--- src/logic/bnvm_consts.vh ---
`ifndef BNVM_CONSTS_VH
`define BNVM_CONSTS_VH

// ==========================================================
// geometry
`define BNVM_ADDR_W        13
`define BNVM_DATA_W        8

// ==========================================================
// timing, in ns, and derived cycle counts at 50 MHz
`define BNVM_CLK_PERIOD_NS 20
`define BNVM_ACCESS_NS     70
`define BNVM_CYCLE_NS      130
`define BNVM_PRECHARGE_NS  60
// least times round up
`define BNVM_ACCESS_CYC    ((`BNVM_ACCESS_NS + `BNVM_CLK_PERIOD_NS - 1) / `BNVM_CLK_PERIOD_NS)
`define BNVM_CYCLE_CYC     ((`BNVM_CYCLE_NS + `BNVM_CLK_PERIOD_NS - 1) / `BNVM_CLK_PERIOD_NS)
`define BNVM_PRECHARGE_CYC ((`BNVM_PRECHARGE_NS + `BNVM_CLK_PERIOD_NS - 1) / `BNVM_CLK_PERIOD_NS)
// read byte passes two flops before use
`define BNVM_SYNC_CYC      2

// ==========================================================
// controller states
`define BNVM_ST_IDLE       3'h0
`define BNVM_ST_SETUP      3'h1
`define BNVM_ST_ACCESS     3'h2
`define BNVM_ST_PRECHARGE  3'h3

`endif

--- src/logic/bnvm_host.v ---
// Behaviour
// - 13 address lines select one byte
// - shared 8-bit data bus, both directions
// - every access needs new select fall
// - select high between accesses for precharge
// - reads and writes share one timing
// - 70 ns access, 130 ns cycle
// - write ends first strobe/select rise, data held
// - select high at least precharge time
`timescale 1ns/1ps
`include "bnvm_consts.vh"

module bnvm_host #(
   parameter ACCESS_CYC    = `BNVM_ACCESS_CYC,
   parameter CYCLE_CYC     = `BNVM_CYCLE_CYC,
   parameter PRECHARGE_CYC = `BNVM_PRECHARGE_CYC
) (
   // clock and reset
   input  wire                      mclk_i,
   input  wire                      resetn_i,
   // user request
   input  wire                      req_i,
   input  wire                      req_write_i,
   input  wire [`BNVM_ADDR_W-1:0]   req_addr_i,
   input  wire [`BNVM_DATA_W-1:0]   req_wdata_i,
   output reg                       req_ready_o,
   output reg                       done_o,
   output reg  [`BNVM_DATA_W-1:0]   rdata_o,
   // memory pins
   output reg  [`BNVM_ADDR_W-1:0]   location_lines_o,
   output reg                       chip_sel_n_o,
   output reg                       write_n_o,
   output reg                       out_en_n_o,
   output reg  [`BNVM_DATA_W-1:0]   byte_lines_o,
   output reg                       byte_lines_oe_o,
   input  wire [`BNVM_DATA_W-1:0]   byte_lines_i
);

   // ==========================================================
   // state codes and derived counts
   localparam ST_IDLE      = `BNVM_ST_IDLE;
   localparam ST_SETUP     = `BNVM_ST_SETUP;
   localparam ST_ACCESS    = `BNVM_ST_ACCESS;
   localparam ST_PRECHARGE = `BNVM_ST_PRECHARGE;

   // a deselected part floats its bus, so the byte crosses the sync while select is low
   localparam SYNC_CYC     = `BNVM_SYNC_CYC;
   localparam LOW_CYC      = ACCESS_CYC + SYNC_CYC;

   // precharge length so that the whole cycle reaches the cycle time
   localparam PC_FROM_CYC  = CYCLE_CYC - LOW_CYC;
   localparam PC_CYC       = (PC_FROM_CYC > PRECHARGE_CYC) ? PC_FROM_CYC : PRECHARGE_CYC;

   // ==========================================================
   // count decode, shared by both timed states
   function cnt_last;
      input [7:0] c;
      begin
         cnt_last = (c == 8'h01);
      end
   endfunction

   // ==========================================================
   // pin input synchroniser
   reg  [`BNVM_DATA_W-1:0] data_meta;
   reg  [`BNVM_DATA_W-1:0] data_sync;

   // only the second stage is read, the first may be metastable
   always @(posedge mclk_i or negedge resetn_i) begin
      if (!resetn_i) begin
         data_meta <= {`BNVM_DATA_W{1'b0}};
         data_sync <= {`BNVM_DATA_W{1'b0}};
      end else begin
         data_meta <= byte_lines_i;
         data_sync <= data_meta;
      end
   end

   // ==========================================================
   // access sequencer, state and count
   reg  [2:0] state;
   reg  [7:0] cnt;
   reg  [2:0] next_state;
   reg  [7:0] next_cnt;
   reg        is_write;
   wire       take;
   wire       access_end;
   wire       cycle_end;

   assign take       = (state == ST_IDLE) && req_i && req_ready_o;
   assign access_end = (state == ST_ACCESS) && cnt_last(cnt);
   assign cycle_end  = (state == ST_PRECHARGE) && cnt_last(cnt);

   always @* begin
      next_state = state;
      next_cnt   = cnt;
      case (state)
         ST_IDLE: begin
            if (take) begin
               next_state = ST_SETUP;
            end
         end
         ST_SETUP: begin
            next_cnt   = LOW_CYC[7:0];
            next_state = ST_ACCESS;
         end
         ST_ACCESS: begin
            if (access_end) begin
               next_cnt   = PC_CYC[7:0];
               next_state = ST_PRECHARGE;
            end else begin
               next_cnt   = cnt - 8'h01;
            end
         end
         ST_PRECHARGE: begin
            if (cycle_end) begin
               next_cnt   = 8'h00;
               next_state = ST_IDLE;
            end else begin
               next_cnt   = cnt - 8'h01;
            end
         end
         default: begin
            next_state = ST_IDLE;
            next_cnt   = 8'h00;
         end
      endcase
   end

   always @(posedge mclk_i or negedge resetn_i) begin
      if (!resetn_i) begin
         state <= ST_IDLE;
         cnt   <= 8'h00;
      end else begin
         state <= next_state;
         cnt   <= next_cnt;
      end
   end

   // ==========================================================
   // request capture, address and data pins
   always @(posedge mclk_i or negedge resetn_i) begin
      if (!resetn_i) begin
         is_write         <= 1'b0;
         location_lines_o <= {`BNVM_ADDR_W{1'b0}};
         byte_lines_o     <= {`BNVM_DATA_W{1'b0}};
         write_n_o        <= 1'b1;
         byte_lines_oe_o  <= 1'b0;
      end else begin
         if (take) begin
            is_write         <= req_write_i;
            location_lines_o <= req_addr_i;
            byte_lines_o     <= req_wdata_i;
            write_n_o        <= ~req_write_i;
            byte_lines_oe_o  <= req_write_i;
         end
         if (access_end) begin
            write_n_o <= 1'b1;
         end
         if (state == ST_PRECHARGE) begin
            byte_lines_oe_o <= 1'b0;
         end
      end
   end

   // ==========================================================
   // select and output enable
   always @(posedge mclk_i or negedge resetn_i) begin
      if (!resetn_i) begin
         chip_sel_n_o <= 1'b1;
         out_en_n_o   <= 1'b1;
      end else begin
         case (state)
            ST_SETUP: begin
               chip_sel_n_o <= 1'b0;
               out_en_n_o   <= is_write;
            end
            ST_ACCESS: begin
               if (access_end) begin
                  chip_sel_n_o <= 1'b1;
                  out_en_n_o   <= 1'b1;
               end
            end
            default: begin
               chip_sel_n_o <= 1'b1;
               out_en_n_o   <= 1'b1;
            end
         endcase
      end
   end

   // ==========================================================
   // handshake and read result
   always @(posedge mclk_i or negedge resetn_i) begin
      if (!resetn_i) begin
         req_ready_o <= 1'b0;
         done_o      <= 1'b0;
         rdata_o     <= {`BNVM_DATA_W{1'b0}};
      end else begin
         if (access_end && !is_write) begin
            rdata_o <= data_sync;
         end
         done_o <= cycle_end;
         if (take) begin
            req_ready_o <= 1'b0;
         end else if (state == ST_IDLE || cycle_end) begin
            req_ready_o <= 1'b1;
         end
      end
   end

endmodule // bnvm_host

--- config.mk ---
export PLATFORM = sky130hd
export DESIGN_NAME = bnvm_host
export DESIGN_NICKNAME = d
export VERILOG_FILES = /design/src/logic/bnvm_host.v
export VERILOG_INCLUDE_DIRS = /design/src /design/src/logic
export SDC_FILE = /design/constraint.sdc
export NUM_CORES = 1
export LEC_CHECK = 0
export BUFFER_PORTS_ARGS = -buffer_cell sky130_fd_sc_hd__buf_2
export CAP_MARGIN = 20
export CORE_UTILIZATION = 40
export DETAILED_ROUTE_END_ITERATION = 7
export GPL_ROUTABILITY_DRIVEN = 0
export PLACE_DENSITY = 0.75
export REMOVE_ABC_BUFFERS = 1
export SLEW_MARGIN = 20
export SYNTH_ARGS = -nofsm -noshare
export SYNTH_HDL_FRONTEND = slang
export SYNTH_SLANG_ARGS = --single-unit
--- constraint.sdc ---
create_clock -name mclk_i -period 2.2 [get_ports mclk_i]
set_clock_uncertainty 0.15 [all_clocks]
set_input_delay 0.11 -clock mclk_i [delete_from_list [all_inputs] [get_ports mclk_i]]
set_output_delay 0.11 -clock mclk_i [all_outputs]
set_load 0.01 [all_outputs]
==> impl_metrics.ini <==
[grt]
grt_usage_pct = 17.9
grt_overflow_total = 0
grt_pass1_vias = 1770
antenna_found_initial = 0
grt_first_pass_wirelength_um = 8250
grt_start_max_net_pins = 30

[sta]
slew_headroom_pct = 67.8
whs_ns = 0.0943
fmax_mhz = 501
setup_viol = 0
hold_viol_final = 0
period_minus_slack_ns = 2.00
drv_slew = 0
worst-slew-pin-transition_ns = 0.482
rsz0062_at_grt = false
fin_setup_tns_ns = 0
fin_crit_sh_pct = 90.8

[floorplan]
die_h_um = 79.5
die_x_um = 79.5
start_util_pct = 42.6
die_area_sq_um = 6330
rows = 27
io_pins = 68
coreArea_sq_um = 5640

[cts]
cts_buffers = 9
postCtsHoldBufs = 33
cts_tree = done
path_clk_slew_ns = 0.07
h-tree-depth = 3
clock-root-buffer = clkbuf_8
cts.sinks = 62
clk_latency_ns = 0.34
cts_setup_buffers = 0
cts_resized = 0
clockBufferDepth = 2

[synthesis]
synth_top_area_share_pct = 61.4
synth.area.top_cells = dfrtp_1, mux2_2, ha_1, dfstp_2, nor2_1
synth_top_cell_by_area = dfrtp_1
synth_edf_count = 0
ys.flop_type = dfrtp_1
synth-seq-area-share_pct = 64.7
ys_ff_latch = 62
syn_inst = 170
ys_types = 32
synth_area_sq_um = 2400
syn_area_per_cell_sq_um = 14.1
yosysWarnings = 0
synth-async-reset-ratio_pct = 100

[finish]
regArea_sq_um = 1560
nets = 324
areaGrowthSynthToFinish_pct = 40.9
fillers = 427
drive_gt1_share_pct = 43.9
final_common_cell = buf_2
stdcell_count = 359
final_cell_mix = buf_2, dfrtp_1, dlygate4sd3_1
design_area_sq_um = 3390
multi_input_area_sq_um = 796
antenna_cells = 0

[critical_path]
end_kind = flip-flop
path_buf_inv = 1
arrival_ns = 2.06
path_cells = inv_1 -> ha_1 -> or3b_2 -> nor4_1 -> xnor2_1 -> nor2_1
path_delay_family = simple AND/OR/NAND/NOR gates
required_ns = 2.26
max_stage_delay_ns = 0.48
cp_slowest_cell = or3b_2
crit_type = flip-flop to flip-flop
startpoint_type = flip-flop
path_max_fanout = 6

[pwr]
p_leak_uw = 0.00166
total_power_uw = 4610
power.density_cell_area_nw_per_um2 = 1360
ir_drop_v = 0.000865

[worst_hold_path]
hold_path_class = input pin to async pin

[detailed_routing]
first_pass_iters = 4
vias = 1737
drt_wl_total_um = 5060
postRouteAntennaNets = 0
route.detailed.drc = 0
wire_per_inst_um = 14.1
vias_per_cell = 4.84
dr.first_iter.drc_count = 105

[placement]
placed_area_sq_um = 2850
hpwl_um = 3130
dpl.cell_count = 311
portBuffers = 67

[job]
cap_viol_max_count = 0

[run_status]
status = completed
cell usage after synthesis, types with 2 or more instances:
master	n
dfrtp_1	59
mux2_2	31
nor2_1	12
nand2_1	10
ha_1	8
inv_1	6
a21oi_1	5
buf_2	4
nand3_1	4
dfstp_2	3
o21ai_0	3
xnor2_1	3
nor4_1	2
xor2_1	2
registers in the layout, summed over array words and instances (netlist names):
| signal | cells |
|---|---|
| byte_lines_o | 8 |
| byte_lines_oe_o | 1 |
| chip_sel_n_o | 1 |
| cnt | 8 |
| data_meta | 8 |
| data_sync | 8 |
| done_o | 1 |
| is_write | 1 |
| location_lines_o | 13 |
| out_en_n_o | 1 |
| rdata_o | 8 |
| req_ready_o | 1 |
| state | 2 |
| write_n_o | 1 |
area by class of cell:
type / count / share of cell area, %
timing repair buffer: 107 / 21.2
sequential: 62 / 45.9
tap: 72 / 2.66
clock inverter: 3 / 1.26
clock buffer: 12 / 4.87
inverter: 6 / 0.664
multi-input combinational: 97 / 23.5
power by group:
part | switching, uW | leakage, uW | internal (uW)
logic | 885 | 0.000808 | 879
clock network | 427 | 0.000104 | 607
registers | 240 | 0.000752 | 1570
total | 1550 | 0.00166 | 3050
stage by stage:
stage	setup slack (ns)	util, %
final	0.202	60.1
after global routing	0.0702	60.1
after CTS	0.211	60.1
after detailed placement	0.225	50.5
after global placement	0.275	50.5
after floorplan	-0.206	-
worst register-to-register path, delay by kind of cell, from the launching register on:
kind / cells / cell delay [ns]
simple gates: 3 / 0.78
flops: 1 / 0.44
fa+ha+maj: 1 / 0.22
xor+xnor: 1 / 0.16
buf+inv: 1 / 0.13
worst paths after layout:
check                                 endpoint  cells after the start          from  slack [ns]
min                                 rdata_o[6]                      2      resetn_i        0.09
max reg2reg                             cnt[6]                      6      state[0]        0.20
max                                     cnt[6]                      6      state[0]        0.20
min in group mclk_i               data_sync[1]                      0  data_meta[1]        0.20
max in group asynchronous  location_lines_o[8]                      3      resetn_i        1.08
min reg2reg                       data_sync[1]                      0  data_meta[1]        0.20
metal layers:
layer,part of all wire [%],GRT usage (%),up-vias
li1,-,-,813
met1,44,20.7,854
met2,48,29.4,62
met3,6.6,8.69,8
met4,1.1,4.91,0
met5,0,0,-
cell families (layout without fill, tap and decap cells):
group,count (synthesis),after routing,share of synthesized area (%)
flip-flops,62,62,64.7
AND/OR/NAND/NOR,36,36,7.86
buffers and inverters,11,128,2.24
multiplexers,31,31,14.5
XOR/XNOR,5,5,1.82
AO/OA/AOI/OAI,17,17,4.73
adder cells (fa/ha/maj),8,8,4.16
(Power assumes the default switching activity.)
